File: src/jtt_pkg.sv
// jtt_pkg: shared constants, state codes and carriers for the test port host
`default_nettype none

package jtt_pkg;

   // ------------------------------
   // clocking and timing
   // ------------------------------
   localparam int CLK_PERIOD_NS  = 5;     // clk_sys period
   localparam int TCK_HALF_DEF   = 5;     // clk_sys cycles per tck half
   localparam int TCK_HALF_MIN   = 4;     // tdo sync latency plus margin
   localparam int RST_HOLD_NS    = 1000;  // system reset pulse length
   localparam int RST_HOLD_CYC   =
      (RST_HOLD_NS + CLK_PERIOD_NS - 1) / CLK_PERIOD_NS;

   // ------------------------------
   // scan geometry
   // ------------------------------
   localparam int DATA_W         = 32;    // longest data scan
   localparam int LEN_W          = 6;     // width of a bit count
   localparam int IR_LEN         = 4;     // instruction length
   localparam logic [3:0] IR_CAPTURE = 4'h1; // value shifted out of IR
   localparam logic [2:0] RESET_ONES = 3'h5; // tms-high periods to reset

   // ------------------------------
   // state codes
   // ------------------------------
   typedef enum logic [3:0] {
      TAP_RESET  = 4'h0, TAP_IDLE   = 4'h1, TAP_SEL_DR = 4'h2,
      TAP_CAP_DR = 4'h3, TAP_SH_DR  = 4'h4, TAP_EX1_DR = 4'h5,
      TAP_PA_DR  = 4'h6, TAP_EX2_DR = 4'h7, TAP_UP_DR  = 4'h8,
      TAP_SEL_IR = 4'h9, TAP_CAP_IR = 4'hA, TAP_SH_IR  = 4'hB,
      TAP_EX1_IR = 4'hC, TAP_PA_IR  = 4'hD, TAP_EX2_IR = 4'hE,
      TAP_UP_IR  = 4'hF
   } jtt_tap_t;

   typedef enum logic [1:0] {
      CMD_TAP_RESET = 2'h0,   // five tms-high periods, then idle
      CMD_IR_SCAN   = 2'h1,   // load a 4-bit instruction
      CMD_DR_SCAN   = 2'h2,   // scan len bits of the selected register
      CMD_SYS_RESET = 2'h3    // pull the system reset line low
   } jtt_kind_t;

   typedef struct packed {
      jtt_kind_t          kind;
      logic [LEN_W-1:0]   len;    // 0 or above DATA_W means DATA_W
      logic [DATA_W-1:0]  data;   // bit 0 goes out first
   } jtt_cmd_t;

   typedef struct packed {
      logic [DATA_W-1:0]  data;   // captured bits, right aligned
      logic               irBad;  // ir capture was not the fixed pattern
   } jtt_rsp_t;

   // next state of the device's controller for a tms value at rising tck
   function automatic jtt_tap_t tap_next(jtt_tap_t s, logic tms);
      unique case (s)
         TAP_RESET:  return tms ? TAP_RESET  : TAP_IDLE;
         TAP_IDLE:   return tms ? TAP_SEL_DR : TAP_IDLE;
         TAP_SEL_DR: return tms ? TAP_SEL_IR : TAP_CAP_DR;
         TAP_CAP_DR: return tms ? TAP_EX1_DR : TAP_SH_DR;
         TAP_SH_DR:  return tms ? TAP_EX1_DR : TAP_SH_DR;
         TAP_EX1_DR: return tms ? TAP_UP_DR  : TAP_PA_DR;
         TAP_PA_DR:  return tms ? TAP_EX2_DR : TAP_PA_DR;
         TAP_EX2_DR: return tms ? TAP_UP_DR  : TAP_SH_DR;
         TAP_UP_DR:  return tms ? TAP_SEL_DR : TAP_IDLE;
         TAP_SEL_IR: return tms ? TAP_RESET  : TAP_CAP_IR;
         TAP_CAP_IR: return tms ? TAP_EX1_IR : TAP_SH_IR;
         TAP_SH_IR:  return tms ? TAP_EX1_IR : TAP_SH_IR;
         TAP_EX1_IR: return tms ? TAP_UP_IR  : TAP_PA_IR;
         TAP_PA_IR:  return tms ? TAP_EX2_IR : TAP_PA_IR;
         TAP_EX2_IR: return tms ? TAP_UP_IR  : TAP_SH_IR;
         TAP_UP_IR:  return tms ? TAP_SEL_DR : TAP_IDLE;
      endcase
   endfunction

endpackage

`default_nettype wire

File: src/jtt_sync2.sv
// jtt_sync2: two-flop synchroniser for pin inputs
`default_nettype none

module jtt_sync2 #(
   parameter int         W    = 1,
   parameter logic [W-1:0] INIT = '1
) (
   input  wire logic         clk,     // destination clock
   input  wire logic         rstN,    // async reset, active low
   input  wire logic [W-1:0] din,     // asynchronous input
   output logic      [W-1:0] dout     // synchronised copy
);

   logic [W-1:0] meta_reg;
   logic [W-1:0] meta_next;
   logic [W-1:0] out_next;

   // ------------------------------------------------------------------
   // first stage is read only by the second
   // ------------------------------------------------------------------
   always_comb begin
      meta_next = din;
      out_next  = meta_reg;
   end

   always_ff @(posedge clk or negedge rstN) begin
      if (!rstN) begin
         meta_reg <= INIT;
         dout     <= INIT;
      end else begin
         meta_reg <= meta_next;
         dout     <= out_next;
      end
   end

endmodule

`default_nettype wire

File: src/jtt_tck_gen.sv
// jtt_tck_gen: divides clk_sys into the test clock and marks its edges
`default_nettype none

module jtt_tck_gen #(
   parameter int HALF = 5
) (
   input  wire logic clk,       // system clock
   input  wire logic rstN,      // synchronised reset, active low
   output logic      tck,       // test clock, starts low
   output logic      riseEv,    // pulse with the rising tck edge
   output logic      fallEv     // pulse with the falling tck edge
);

   localparam int CW = $clog2(HALF + 1);

   logic [CW-1:0] cnt_reg;
   logic [CW-1:0] cnt_next;
   logic          tck_next;
   logic          rise_next;
   logic          fall_next;

   // ------------------------------------------------------------------
   // free running divider; events coincide with the pin change
   // ------------------------------------------------------------------
   always_comb begin
      cnt_next  = cnt_reg + CW'(1);
      tck_next  = tck;
      rise_next = 1'b0;
      fall_next = 1'b0;
      if (cnt_reg == CW'(HALF - 1)) begin
         cnt_next  = '0;
         tck_next  = ~tck;
         rise_next = ~tck;
         fall_next = tck;
      end
   end

   always_ff @(posedge clk or negedge rstN) begin
      if (!rstN) begin
         cnt_reg <= '0;
         tck     <= 1'b0;
         riseEv  <= 1'b0;
         fallEv  <= 1'b0;
      end else begin
         cnt_reg <= cnt_next;
         tck     <= tck_next;
         riseEv  <= rise_next;
         fallEv  <= fall_next;
      end
   end

endmodule

`default_nettype wire

File: src/jtt_host.sv
// jtt_host: host that drives a device's four-pin test access port
//
// Overview of operation
// - five tms-high periods reach Test-Logic-Reset from any state.
// - scans shift least significant bit first.
// - from idle, tms 1,1,0,0 reaches Shift-IR.
// - tms low for three instruction bits, high with the last.
// - tms 1,1,0 returns to idle; Update-IR applies the instruction.
// - from idle, tms 1,0,0 reaches Shift-DR.
// - data shifts with tms low, high with the last bit.
// - data scan may follow Update-IR directly; this host always returns to idle first.
// - tdo floats outside shift states; system pulls it up.
// - debugger watches system reset, may pull it low.
`default_nettype none

module jtt_host
   import jtt_pkg::*;
#(
   parameter int TCK_HALF = TCK_HALF_DEF,  // clk_sys cycles per tck half
   parameter int RST_HOLD = RST_HOLD_CYC   // system reset pulse, cycles
) (
   input  wire logic     clk_sys,     // system clock, 200 MHz
   input  wire logic     rst_b,       // async reset, active low
   input  wire logic     cmdValid,    // command offered
   input  wire jtt_cmd_t cmd,         // command contents
   output logic          cmdReady,    // host can take a command
   output logic          rspValid,    // one-cycle result pulse
   output jtt_rsp_t      rsp,         // result of the last command
   output logic          busy,        // command in progress
   output jtt_tap_t      tapState,    // mirrored device controller state
   output logic          tck,         // test clock to device
   output logic          tms,         // mode select to device
   output logic          tdi,         // serial data to device
   input  wire logic     tdo,         // serial data from device
   input  wire logic     sysRstIn,    // level seen on system reset line
   output logic          sysRstOut,   // drive value, always low
   output logic          sysRstOe,    // high while pulling reset low
   output logic          sysRstSeen   // system reset line is low
);

   // ------------------------------
   // elaboration checks
   // ------------------------------
   if (TCK_HALF < TCK_HALF_MIN) begin : g_half_chk
      $error("TCK_HALF too small for the tdo synchroniser");
   end
   if (RST_HOLD < 1 || RST_HOLD > 65535) begin : g_hold_chk
      $error("RST_HOLD out of range");
   end
   if (DATA_W >= (1 << LEN_W)) begin : g_len_chk
      $error("LEN_W cannot count DATA_W bits");
   end

   typedef enum logic [1:0] {
      H_IDLE   = 2'h0,
      H_RESET  = 2'h1,
      H_SCAN   = 2'h2,
      H_SYSRST = 2'h3
   } jtt_host_t;

   // ------------------------------
   // reset release
   // ------------------------------
   logic [1:0] rstSync_reg;
   logic       rstN;

   // async assert, two-flop release so no flop leaves reset mid-cycle
   always_ff @(posedge clk_sys or negedge rst_b) begin
      if (!rst_b) begin
         rstSync_reg <= 2'h0;
      end else begin
         rstSync_reg <= {rstSync_reg[0], 1'b1};
      end
   end
   assign rstN = rstSync_reg[1];

   // ------------------------------
   // test clock and pin inputs
   // ------------------------------
   logic       riseEv;
   logic       fallEv;
   logic [1:0] pinSync;
   logic       tdoS;
   logic       sysRstS;

   // tck is made here from clk_sys, so the link stays in one domain
   jtt_tck_gen #(
      .HALF   (TCK_HALF)
   ) u_tck (
      .clk    (clk_sys),
      .rstN   (rstN),
      .tck    (tck),
      .riseEv (riseEv),
      .fallEv (fallEv)
   );

   // idle level of both lines is high, matching their pull-ups
   jtt_sync2 #(
      .W    (2),
      .INIT (2'h3)
   ) u_sync (
      .clk  (clk_sys),
      .rstN (rstN),
      .din  ({sysRstIn, tdo}),
      .dout (pinSync)
   );
   assign tdoS    = pinSync[0];
   assign sysRstS = pinSync[1];

   // ------------------------------
   // sequencer state
   // ------------------------------
   jtt_host_t         host_reg,    host_next;
   jtt_tap_t          tap_next_s;
   jtt_kind_t         kind_reg,    kind_next;
   logic              tms_next,    tdi_next;
   logic [DATA_W-1:0] tx_reg,      tx_next;
   logic [DATA_W-1:0] rx_reg,      rx_next;
   logic [LEN_W-1:0]  left_reg,    left_next;
   logic [LEN_W-1:0]  len_reg,     len_next;
   logic [2:0]        ones_reg,    ones_next;
   logic [15:0]       hold_reg,    hold_next;
   logic              pend_reg,    pend_next;
   logic              ready_next,  rspV_next;
   jtt_rsp_t          rsp_next;
   logic              oe_next,     seen_next;
   logic [LEN_W-1:0]  effLen;
   logic              accept;
   logic              inShift;

   // a zero or oversized length means a full-width scan
   assign effLen = (cmd.len == '0 || cmd.len > LEN_W'(DATA_W))
                   ? LEN_W'(DATA_W) : cmd.len;
   assign accept = cmdValid && cmdReady && host_reg == H_IDLE;
   // tdo is only meaningful in a shift state; elsewhere it floats
   assign inShift = tapState == TAP_SH_DR || tapState == TAP_SH_IR;

   // tms the host applies at the next falling edge while scanning
   function automatic logic scan_tms(jtt_tap_t s, jtt_kind_t k,
                                     logic [LEN_W-1:0] left);
      unique case (s)
         TAP_RESET:  return 1'b0;                   // into idle
         TAP_IDLE:   return 1'b1;
         TAP_SEL_DR: return k == CMD_IR_SCAN;
         TAP_SEL_IR: return 1'b0;
         TAP_CAP_DR,
         TAP_CAP_IR: return 1'b0;                   // enter shift
         TAP_SH_DR,
         TAP_SH_IR:  return left == LEN_W'(1);
         TAP_EX1_DR,
         TAP_EX1_IR,
         TAP_PA_DR,
         TAP_PA_IR,
         TAP_EX2_DR,
         TAP_EX2_IR: return 1'b1;
         TAP_UP_DR,
         TAP_UP_IR:  return 1'b0;
      endcase
   endfunction

   // ------------------------------
   // next-state logic
   // ------------------------------
   always_comb begin
      host_next  = host_reg;
      kind_next  = kind_reg;
      tms_next   = tms;
      tdi_next   = tdi;
      tx_next    = tx_reg;
      rx_next    = rx_reg;
      left_next  = left_reg;
      len_next   = len_reg;
      ones_next  = ones_reg;
      hold_next  = hold_reg;
      pend_next  = pend_reg;
      rspV_next  = 1'b0;
      rsp_next   = rsp;
      oe_next    = sysRstOe;
      seen_next  = ~sysRstS;
      tap_next_s = tapState;
      // the mirror follows every rising edge, idle or not
      if (riseEv) begin
         tap_next_s = tap_next(tapState, tms);
      end

      unique case (host_reg)
         H_IDLE: begin
            if (fallEv) begin
               tms_next = 1'b0;
            end
            if (accept) begin
               kind_next = cmd.kind;
               tx_next   = cmd.data;
               rx_next   = '0;
               pend_next = 1'b1;
               unique case (cmd.kind)
                  CMD_TAP_RESET: begin
                     ones_next = 3'h0;
                     host_next = H_RESET;
                  end
                  CMD_IR_SCAN: begin
                     left_next = LEN_W'(IR_LEN);
                     len_next  = LEN_W'(IR_LEN);
                     host_next = H_SCAN;
                  end
                  CMD_DR_SCAN: begin
                     left_next = effLen;
                     len_next  = effLen;
                     host_next = H_SCAN;
                  end
                  CMD_SYS_RESET: begin
                     hold_next = 16'h0000;
                     oe_next   = 1'b1;
                     host_next = H_SYSRST;
                  end
               endcase
            end
         end

         H_RESET: begin
            // no reset pin exists, so tms is the only way back
            if (fallEv) begin
               tms_next = ones_reg < RESET_ONES;
            end
            if (riseEv) begin
               if (tms && ones_reg < RESET_ONES) begin
                  ones_next = ones_reg + 3'h1;
               end else if (!tms && ones_reg == RESET_ONES) begin
                  host_next = H_IDLE;
                  rspV_next = pend_reg;
                  pend_next = 1'b0;
                  rsp_next  = '0;
               end
            end
         end

         H_SCAN: begin
            if (fallEv) begin
               tms_next = scan_tms(tapState, kind_reg, left_reg);
               tdi_next = tx_reg[0];
            end
            if (riseEv) begin
               if (inShift) begin
                  // tdo moved at the falling edge, stable now
                  rx_next   = {tdoS, rx_reg[DATA_W-1:1]};
                  tx_next   = {1'b0, tx_reg[DATA_W-1:1]};
                  left_next = left_reg - LEN_W'(1);
               end
               // results are reported once the update edge has passed
               if ((tapState == TAP_UP_IR || tapState == TAP_UP_DR)
                   && !tms) begin
                  host_next    = H_IDLE;
                  rspV_next    = 1'b1;
                  pend_next    = 1'b0;
                  rsp_next.data = rx_reg >> (LEN_W'(DATA_W) - len_reg);
                  rsp_next.irBad = kind_reg == CMD_IR_SCAN &&
                     rx_reg[DATA_W-1 -: IR_LEN] != IR_CAPTURE;
               end
            end
         end

         H_SYSRST: begin
            if (fallEv) begin
               tms_next = 1'b0;
            end
            if (hold_reg == 16'(RST_HOLD - 1)) begin
               oe_next   = 1'b0;
               host_next = H_IDLE;
               rspV_next = 1'b1;
               pend_next = 1'b0;
               rsp_next  = '0;
            end else begin
               hold_next = hold_reg + 16'h0001;
            end
         end
      endcase

      ready_next = host_next == H_IDLE && !accept;
   end

   // ------------------------------
   // registers
   // ------------------------------
   // after reset the device state is unknown, so a tms reset runs first
   always_ff @(posedge clk_sys or negedge rstN) begin
      if (!rstN) begin
         host_reg   <= H_RESET;
         tapState   <= TAP_RESET;
         kind_reg   <= CMD_TAP_RESET;
         tms        <= 1'b1;
         tdi        <= 1'b1;
         tx_reg     <= '0;
         rx_reg     <= '0;
         left_reg   <= '0;
         len_reg    <= LEN_W'(IR_LEN);
         ones_reg   <= 3'h0;
         hold_reg   <= 16'h0000;
         pend_reg   <= 1'b0;
         cmdReady   <= 1'b0;
         rspValid   <= 1'b0;
         rsp        <= '0;
         sysRstOe   <= 1'b0;
         sysRstSeen <= 1'b0;
         busy       <= 1'b1;
         sysRstOut  <= 1'b0;
      end else begin
         host_reg   <= host_next;
         tapState   <= tap_next_s;
         kind_reg   <= kind_next;
         tms        <= tms_next;
         tdi        <= tdi_next;
         tx_reg     <= tx_next;
         rx_reg     <= rx_next;
         left_reg   <= left_next;
         len_reg    <= len_next;
         ones_reg   <= ones_next;
         hold_reg   <= hold_next;
         pend_reg   <= pend_next;
         cmdReady   <= ready_next;
         rspValid   <= rspV_next;
         rsp        <= rsp_next;
         sysRstOe   <= oe_next;
         sysRstSeen <= seen_next;
         busy       <= host_next != H_IDLE;
         sysRstOut  <= 1'b0;                        // open drain, low only
      end
   end

endmodule

`default_nettype wire

File: config.mk
export PLATFORM = sky130hd
export DESIGN_NAME = jtt_host
export DESIGN_NICKNAME = d
export VERILOG_FILES = /design/src/jtt_pkg.sv /design/src/jtt_sync2.sv /design/src/jtt_tck_gen.sv /design/src/jtt_host.sv
export SDC_FILE = /design/constraint.sdc
export NUM_CORES = 1
export LEC_CHECK = 0
export ABC_AREA = 1
export BUFFER_PORTS_ARGS = -buffer_cell sky130_fd_sc_hd__buf_2
export CAP_MARGIN = 20
export CORE_ASPECT_RATIO = 1.25
export CORE_MARGIN = 5
export CORE_UTILIZATION = 60
export CTS_BUF_LIST = sky130_fd_sc_hd__clkbuf_4
export DETAILED_ROUTE_END_ITERATION = 10
export GPL_ROUTABILITY_DRIVEN = 0
export PLACE_DENSITY = 0.89
export SYNTH_ARGS = -nofsm -noshare
export SYNTH_HDL_FRONTEND = slang
export SYNTH_HIERARCHICAL = 1
export SYNTH_SLANG_ARGS = --single-unit
File: constraint.sdc
create_clock -name clk_sys -period 9.2 [get_ports clk_sys]
set_input_delay 1.84 -clock clk_sys [delete_from_list [all_inputs] [get_ports clk_sys]]
set_output_delay 1.84 -clock clk_sys [all_outputs]
set_load 0.01 [all_outputs]
# Word level (Yosys, flattened, before mapping)
# Cells that the tools add are included.
word_totals:
  regBits: 156
  inputBits: 45
  out_inout_bits: 46
  wordCells: 199
op_classes:
  addsub: 5
  magnitude_cmp: 2
  eq_ne: 43
  n_shift: 1
  n_mux: 78
  bitwise_logic: 2
  reduce_logical: 42
op_table:
  columns: ["op", "count"]
  rows:
  - ["$mux 33", 6]
  - ["$mux 32", 6]
  - ["$pmux 32 s2", 2]
  - ["$pmux 33 s3", 1]
  - ["$mux 16", 3]
  - ["$pmux 4 s12", 1]
  - ["$eq 4x4->1 const B", 8]
  - ["$pmux 16 s2", 1]
  - ["$shr 32x6->32", 1]
  - ["$mux 6", 4]
  - ["$pmux 6 s2", 2]
  - ["$mux 1", 23]
  - ["$mux 3", 7]
  - ["$mux 2", 10]
  - ["$add 16x1->16 const B", 1]
  - ["$eq 16x8->1 const B", 1]
  - ["$eq 4x3->1 const B", 4]
  - ["$mux 4", 4]
  - ["$ne 2x2->1 const B", 8]
  - ["$ne 2x1->1 const B", 7]
  - ["$reduce_and 7->1", 2]
  - ["$reduce_and 4->1", 3]
  - ["$reduce_and 5->1", 2]
  - ["$reduce_bool 2->1", 5]
  - ["other kinds (33)", 61]

# Logic depth before layout (Yosys ltp)
# Gate-level depths: netlist of the first run.
depth:
  depth_word: 8
  ltp_mapped: 15
  depth_no_buf: 12

# Modules after synthesis
# Netlist of the first run, hierarchy kept.
by_module_without_submodules:
  columns: ["mod", "instances", "cells_each", "area_each_um2", "seq_area_each_um2"]
  rows:
  - ["jtt_host", 1, 1210, 8787.2, 3659.8]
  - ["jtt_tck_gen", 1, 23, 234.0, 150.1]
  - ["jtt_sync2", 1, 4, 105.1, 105.1]

# Worst setup path before layout of the first run
# OpenSTA, ideal clock, no wires.
synth_timing:
  path_kind: "in2reg"
  start: "input port cmd[38] (netlist bit)"
  end: "register cmdReady"
  setup_ns: 0.123
  t_arrival_ns: 2.803
  required_time_ns: 9.077
  setup_slack_ns: 6.275
  path_stages: 8
  n_path_buf: 0
  cell_sequence: "inv_1 > ha_1 > nand2_1 > clkinv_1 > a21oi_1 > nand2_1 > nand3_1 > nor2_1"
synth_via:
  elab_chain_len: 7
  word_cells_on_any_way: 10
  classes_between: "eq/ne: 3; mux: 3; reduce/logical: 4"
synth_lines:
  columns: ["element", "line", "text"]
  rows:
  - ["start, declared", "jtt_host.sv:25", "input wire jtt_cmd_t cmd,"]
  - ["$eq 2x2->1 or $eq 2x1->1 (tied branches)", "jtt_host.sv:196", "unique case (cmd.kind)"]
  - ["$reduce_or 2->1 (no line)", null, null]
  - ["$pmux 2 s3 *", "jtt_host.sv:196", null]
  - ["$mux 2 *", "jtt_host.sv:191", "if (accept) begin"]
  - ["$pmux 2 s4 *", "jtt_host.sv:186", "unique case (host_reg)"]
  - ["$logic_not 2->1 *", "jtt_host.sv:278", "ready_next = host_next == H_IDLE && !accept;"]
  - ["$logic_and 1x1->1 *", "jtt_host.sv:278", null]
  - ["net ready_next", "jtt_host.sv:124", "logic ready_next, rspV_next;"]
  - ["end signal, assigned", "jtt_host.sv:319", "cmdReady <= ready_next;"]
  - ["end, declared", "jtt_host.sv:26", "output logic cmdReady,"]
# Mark *: on every way through the listed nets, which the timed path passes. The rest lies on a longest branch.
# A chain may end at the register's enable or synchronous reset.

# Final worst setup path of the first run
layout_timing:
  start: "register len_reg[0]"
  end: "register rsp[2] (netlist bit)"
layout_via:
  elab_chain_len: 5
layout_lines:
  columns: ["element", "line", "text"]
  rows:
  - ["start, declared", "jtt_host.sv:120", "logic [LEN_W-1:0] len_reg, len_next;"]
  - ["start signal, assigned", "jtt_host.sv:295", "len_reg <= LEN_W'(IR_LEN);"]
  - ["start signal, assigned", "jtt_host.sv:315", "len_reg <= len_next;"]
  - ["$sub 6x6->6", "jtt_host.sv:255", "rsp_next.data = rx_reg >> (LEN_W'(DATA_W) - len_reg);"]
  - ["$shr 32x6->32", "jtt_host.sv:255", null]
  - ["$mux 33", "jtt_host.sv:250", "if ((tapState == TAP_UP_IR || tapState == TAP_UP_DR)"]
  - ["$mux 33", "jtt_host.sv:242", "if (riseEv) begin"]
  - ["$pmux 33 s3", "jtt_host.sv:186", null]
  - ["end signal, assigned", "jtt_host.sv:321", "rsp <= rsp_next;"]
  - ["end, declared", "jtt_host.sv:28", "output jtt_rsp_t rsp,"]
# Every way passes these cells. The select of a mux whose other input is x is not followed.

==> results of run 1 <==
## worst min-delay path by stage
stage                   startpoint  slack (ns)              to
finish              rstSync_reg[1]        0.33      rx_reg[28]
global placement    rstSync_reg[0]        0.33  rstSync_reg[1]
global route        rstSync_reg[1]        0.38      rx_reg[29]
detailed placement  rstSync_reg[0]        0.34  rstSync_reg[1]
CTS                 rstSync_reg[1]        0.35      rx_reg[29]
floorplan           rstSync_reg[0]        0.33  rstSync_reg[1]
## cells by family (layout without fill, tap and decap cells)
| logic type | count (synthesis) | after routing |
|---|---|---|
| AO/OA/AOI/OAI | 177 | 177 |
| adder cells (fa/ha/maj) | 17 | 17 |
| AND/OR/NAND/NOR | 738 | 738 |
| flip-flops | 156 | 156 |
| buffers and inverters | 135 | 198 |
| XOR/XNOR | 12 | 12 |
| other | 2 | 3 |
## cell usage in the layout, fill, tap and decap left out, types with 3 or more instances in the layout
cell type / n
nand4_1: 12
clkinv_4: 3
o21ai_2: 21
nand2_1: 435
a31oi_2: 9
nand3_1: 177
o21ai_1: 13
dfrtp_1: 146
inv_2: 10
inv_6: 4
nand2_2: 7
inv_1: 61
nor2_2: 3
a31oi_1: 27
a21oi_1: 18
bufinv_16: 3
or2_2: 5
dfstp_2: 9
nor2_1: 78
o21ai_0: 68
clkbuf_4: 18
and2_1: 4
o211ai_1: 3
nor3_1: 9
ha_1: 16
o31ai_1: 11
buf_4: 4
buf_2: 89
xor2_1: 10
## critical path, stage by stage (launching register included)
cell	delay, ns
dfrtp_1	1.01
inv_2	0.53
ha_1	1.13
inv_1	0.74
nand3_1	0.33
nand3_1	0.12
nand2_1	0.15
nand2_1	0.07
nand3_1	0.10
nand2_1	0.12
o21ai_2	0.15
## where the power goes
group          total (mW)  internal (mW)  switching [mW]
sequential          0.999          0.864           0.135
clock               0.458          0.199           0.260
combinational        1.96          0.591            1.37
## layout make-up
cell class / instances / area [µm²] / share of cell area
inverters: 73 / 275 / 0.0279
multi-input cells: 946 / 4640 / 0.470
well taps: 182 / 228 / 0.0231
clock inverters: 14 / 185 / 0.0188
clock buffers: 18 / 135 / 0.0137
diodes: 1 / 2.50 / 0.000254
flip-flops and latches: 156 / 3920 / 0.398
repair buffers: 93 / 475 / 0.0482
## per-stage QoR
step / std cells / hold WS, ns / worst slack, ns / util / instance area, µm²
after detailed placement: 1450 / 0.339 / 4.79 / 0.638 / 9530
after global placement: 1450 / 0.333 / 4.87 / 0.638 / 9530
after CTS: 1482 / 0.349 / 4.84 / 0.659 / 9850
after global routing: 1483 / 0.375 / 4.26 / 0.659 / 9860
final: 1483 / 0.328 / 4.67 / 0.659 / 9860
after floorplan: 1237 / 0.331 / 4.55 / - / 9130
## layer usage
layer  track usage  up-vias  share of wire
li1              -     4186              -
met1         0.323     3930           0.43
met2         0.391      326           0.47
met3        0.0501       65          0.066
met4         0.102        0          0.033
met5             0        -              0
==> results.md, run 1 <==
- H-tree levels: 4
- Post-synth top cells: nand2_1, nand3_1, dfrtp_1
- Synth area leader: dfrtp_1
- Clock Path Buffers: 2
- Adder-Cell Fraction of Synth Area: 0.0233
- Post-route DRC: 0
- Worst Setup SP: len_reg[0]
- Tot GR Track Use: 0.243
- Post-synthesis sequential area ratio: 0.429
- Largest family of logic cells by synthesized area: simple AND/OR/NAND/NOR gates
- Worst R2R Path Depth: 10
- Core area: 15000 µm²
- Max reg flops: 33
- RSZ-0062 raised after global routing: no
- Final Critical Period: 4.53 ns
- Synth Area in Compound Gates: 0.123
- Overall power: 3.41 mW
- Layout area overhead: 8.01%
- Pre-Repair DR Iteration Count: 5
- Period utilization: 0.492
- First-pass GRT wire length: 35.9 mm
- TritonCTS buffer count: 17
- DRT iter0 DRCs: 795
- Worst-path clk slew: 0.15 ns
- Worst slew margin: 0.297
- Most common cell in the synthesized netlist: nand2_1
- Crit Path Class: flop to flop
- Drt total wl: roughly 21 mm
- Yosys warns: 6
- Antenna viol nets, final: 0
- Post-CTS setup buffer count: 0
- Status: complete, no violations
- Pleak: 4.72 nW
- Reg-to-reg critical path startpoint: len_reg[0]
- Share of the synthesized area in the top cell type: 0.403
- Filler instances: 1264
- Hold Path Class: flop to async pin
- # hold bufs at CTS: 0
- Flops & latches, synth: 156
- Clock Skew: 0.0243 ns
- Grt total ovfl: 0
- Max-Cap Viols: 0
- Clk_lat worst skew: 0.58 ns
- VDD IR max: 0.000227 V
- Final Setup Violations: 0
- Hold Fails Final Rpt: 0
- Pwr Density: 346 nW/µm²
- Num ports: 91
- Max Fanout on Critical Path: 38
- CP Launch Type: flop
- Die Y: 148 µm
- TritonCTS clock tree: built
- Mapped Nets: 1299
- NumNets Final: 1349
- Post-synthesis mux area share: 0
- Area of the die: 17800 µm²
- CP endpoint kind: flop
- Slew @ Worst Pin: roughly 1.1 ns
- Final Slew Violations: 0
- Post-synth EDFFs: 0
- Syn Area/Cell: ~7.4 µm²
- Starting density of the core: 0.610
- # clock sinks: 156
- R2R Path End: rsp[2]
- Clock tree root driver cell: clkbuf_4
- Async S/R FF share, synth: 1.00
- Fmax: 221 MHz
- IO Port Bufs: 89
- HPWL Detailed: 14.9 mm
- Share of cells above drive strength 1: 0.155
- Largest net degree at the start of global routing: 75
- Mapped Area: 9130 µm²
- Synth top area cells: dfrtp_1, nand2_1, nand3_1, o21ai_0, nor2_1
- Req. time, crit path: 9.69 ns
- Post-CTS sizing: 0
- Row cnt: 50
- Simple-gate share of the synthesized area: 0.347
- Initial antenna violation count: 1
- Via/cell ratio: 5.74
- Post-synthesis xor/xnor area fraction: 0.0136
- Vias in the first global route: 7681
- Yosys cell types: 45
- Worst Path Arrival: 5.02 ns
- Critical Path End: rsp[2]
- Setup tns final: 0 ns
- Die width: 120 µm
- Total number of vias: between 8000 and 9000
- Top_reg_cell synth: dfrtp_1
- WL per Instance: 14.4 µm
- FF-to-FF setup slack: 4.67 ns
- Synth Instances: around 1200
Note: power is estimated with default switching activity, not from simulation.
==> run 2, diff against run 1 <==
Clock period 9.2 ns to 4.5 ns, I/O delays scaled along.
==> run 2 against run 1 <==
Non-clock buffer count increased by 6. Total power increased by 100%. Critical path type unchanged. Highest routed layer unchanged. Design area is essentially flat. Utilization grew 0.059 points. First-iteration DRC count increased by 3.8%. Critical path depth up 2. Sequential cell count is the same. Critical endpoint is now rsp[3]. Global-route usage up 0.71 points.
==> results.md, run 2 (synthesis gave the netlist of run 1 again) <==
- Max-Cap Viols: 0 (unchanged)
- Clock Path Buffers: 2 (unchanged)
- Largest net degree at the start of global routing: 85 (was 75)
- Final Util: 0.660 (was 0.659)
- Fmax: 339 MHz (was 221 MHz)
- Setup tns final: 0 ns (unchanged)
- CP max stage delay: 0.71 ns (was 1.13 ns)
- VDD IR max: 0.000391 V (was 0.000227 V)
- Placement Cell Area: 9580 µm² (was 9530 µm²)
- # hold bufs at CTS: 0 (unchanged)
- Crit-path cells: buf_4 -> inv_2 -> ha_1 -> buf_4 -> inv_1 -> nand3_1 -> nand3_1 -> nand2_1 -> nand2_1 -> nand3_1 -> nand2_1 -> o21ai_2 (was inv_2 -> ha_1 -> inv_1 -> nand3_1 -> nand3_1 -> nand2_1 -> nand2_1 -> nand3_1 -> nand2_1 -> o21ai_2)
- Max Fanout on Critical Path: 32 (was 38)
- Die width: 120 µm (unchanged)
- Pre-Repair DR Iteration Count: 6 (was 5)
- Final Slew Violations: 0 (unchanged)
- Vias in the first global route: 7943 (was 7681)
- Buf/Inv on CP: 4 (was 2)
- Initial antenna violation count: 1 (unchanged)
- Die Y: 148 µm (unchanged)
- DRT iter0 DRCs: 825 (was 795)
- Clk_lat worst skew: 0.59 ns (was 0.58 ns)
- Worst-path clk slew: 0.14 ns (was 0.15 ns)
- CP endpoint kind: flop (unchanged)
- Overall power: 6.88 mW (was 3.41 mW)
- Crit Path Class: flop to flop (unchanged)
- First-pass GRT wire length: 37.0 mm (was 35.9 mm)
- Period utilization: 0.655 (was 0.492)
- HPWL Detailed: 15.1 mm (was 14.9 mm)
- Pleak: 4.72 nW (about the same)
- Pre-CTS setup slack: 1.63 ns (was 4.79 ns)
- Most frequent cells in the layout: nand2_1, nand3_1, dfrtp_1 (unchanged)
- CP Launch Type: flop (unchanged)
- Grt total ovfl: 0 (unchanged)
- Pwr Density: 697 nW/µm² (was 346 nW/µm²)
- Filler instances: 1247 (was 1264)
- Status: complete, no violations (unchanged)
- IO Port Bufs: 89 (unchanged)
- Layout area overhead: 8.10% (was 8.01%)
- Hold Path Class: input pin to async pin (was flop to async pin)
- Antenna viol nets, final: 0 (unchanged)
- Setup ws final: 1.55 ns (was 4.67 ns)
- H-tree levels: 4 (unchanged)
- Final Setup Violations: 0 (unchanged)
- Starting density of the core: 0.610 (unchanged)
- Max reg flops: 33 (unchanged)
- Via/cell ratio: 5.72 (was 5.74)
- FF-to-FF setup slack: 1.55 ns (was 4.67 ns)
- TritonCTS buffer count: 17 (unchanged)
- Design Area, Final: 9870 µm² (was 9860 µm²)
- Core area: 15000 µm² (unchanged)
- Area of the die: 17800 µm² (unchanged)
- Final Critical Period: 2.95 ns (was 4.53 ns)
- Commonest non-fill, non-tap cell in the layout: nand2_1 (unchanged)
- Row cnt: 50 (unchanged)
- Total number of vias: 8523 (was 8507)
- Post-CTS sizing: 0 (unchanged)
- Post-CTS setup buffer count: 0 (unchanged)
- Req. time, crit path: 4.98 ns (was 9.69 ns)
- Drt total wl: 21.4 mm (was 21.3 mm)
- RSZ-0062 raised after global routing: no (unchanged)
- Crit path max-delay family: buffers and inverters (unchanged)
- Clock Skew: 0.0314 ns (was 0.0243 ns)
- Num ports: 91 (unchanged)
- Tot GR Track Use: 0.251 (was 0.243)
- WL per Instance: 14.4 µm (about the same)
- Clock tree root driver cell: clkbuf_4 (unchanged)
- NumNets Final: 1355 (was 1349)
- Post-route DRC: 0 (unchanged)
- Slew @ Worst Pin: 0.927 ns (was 1.05 ns)
- # clock sinks: 156 (unchanged)
- Hold Fails Final Rpt: 0 (unchanged)
- Worst Path Arrival: 3.43 ns (was 5.02 ns)
- TritonCTS clock tree: built (unchanged)
- Worst path slowest cell: inv_1 (was ha_1)
- Share of cells above drive strength 1: 0.159 (was 0.155)
- Worst slew margin: 0.381 (was 0.297)
==> run 2: area by class of cell <==
class,count,area [µm²],area share
Antenna cell,2,5.00,0.000507
Clock buffer,17,128,0.0129
Clock inverter,15,129,0.0131
Inverter,73,275,0.0279
Multi-Input combinational cell,946,4640,0.470
Sequential cell,156,3920,0.397
Tap cell,182,228,0.0231
Timing Repair Buffer,99,546,0.0553
==> run 2: worst paths after layout <==
| path | start | endpoint | depth (start not counted) |
|---|---|---|---|
| min | rst_b | rstSync_reg[1] | 1 |
| max | len_reg[0] | rsp[3] | 12 |
| min in group clk_sys | u_sync/meta_reg[1] | u_sync/dout[1] | 0 |
| min reg2reg | u_sync/meta_reg[1] | u_sync/dout[1] | 0 |
| max in group asynchronous | rstSync_reg[1] | rsp[19] | 1 |
| max reg2reg | len_reg[0] | rsp[3] | 12 |
==> run 2: through the flow <==
stage | hold WS, ns | cells
floorplan | 0.331 | 1237
global placement | 0.336 | 1455
detailed placement | 0.340 | 1455
CTS | 0.0452 | 1487
global route | 0.0363 | 1490
finish | 0.0863 | 1490
==> run 2: power breakdown <==
group | internal, mW | switching, mW
clock network | 0.236 | 0.562
registers | 1.77 | 0.256
logic | 1.26 | 2.79
==> run 2: metal layers <==
metal | share of wire | global-route usage | routed length [µm] | vias to the layer above
met5 | 0 | 0 | 0 | -
met4 | 0.025 | 0.0918 | 531 | 0
met3 | 0.066 | 0.0589 | 1410 | 45
met2 | 0.48 | 0.400 | 10300 | 327
met1 | 0.43 | 0.335 | 9150 | 3957
li1 | - | - | - | 4194
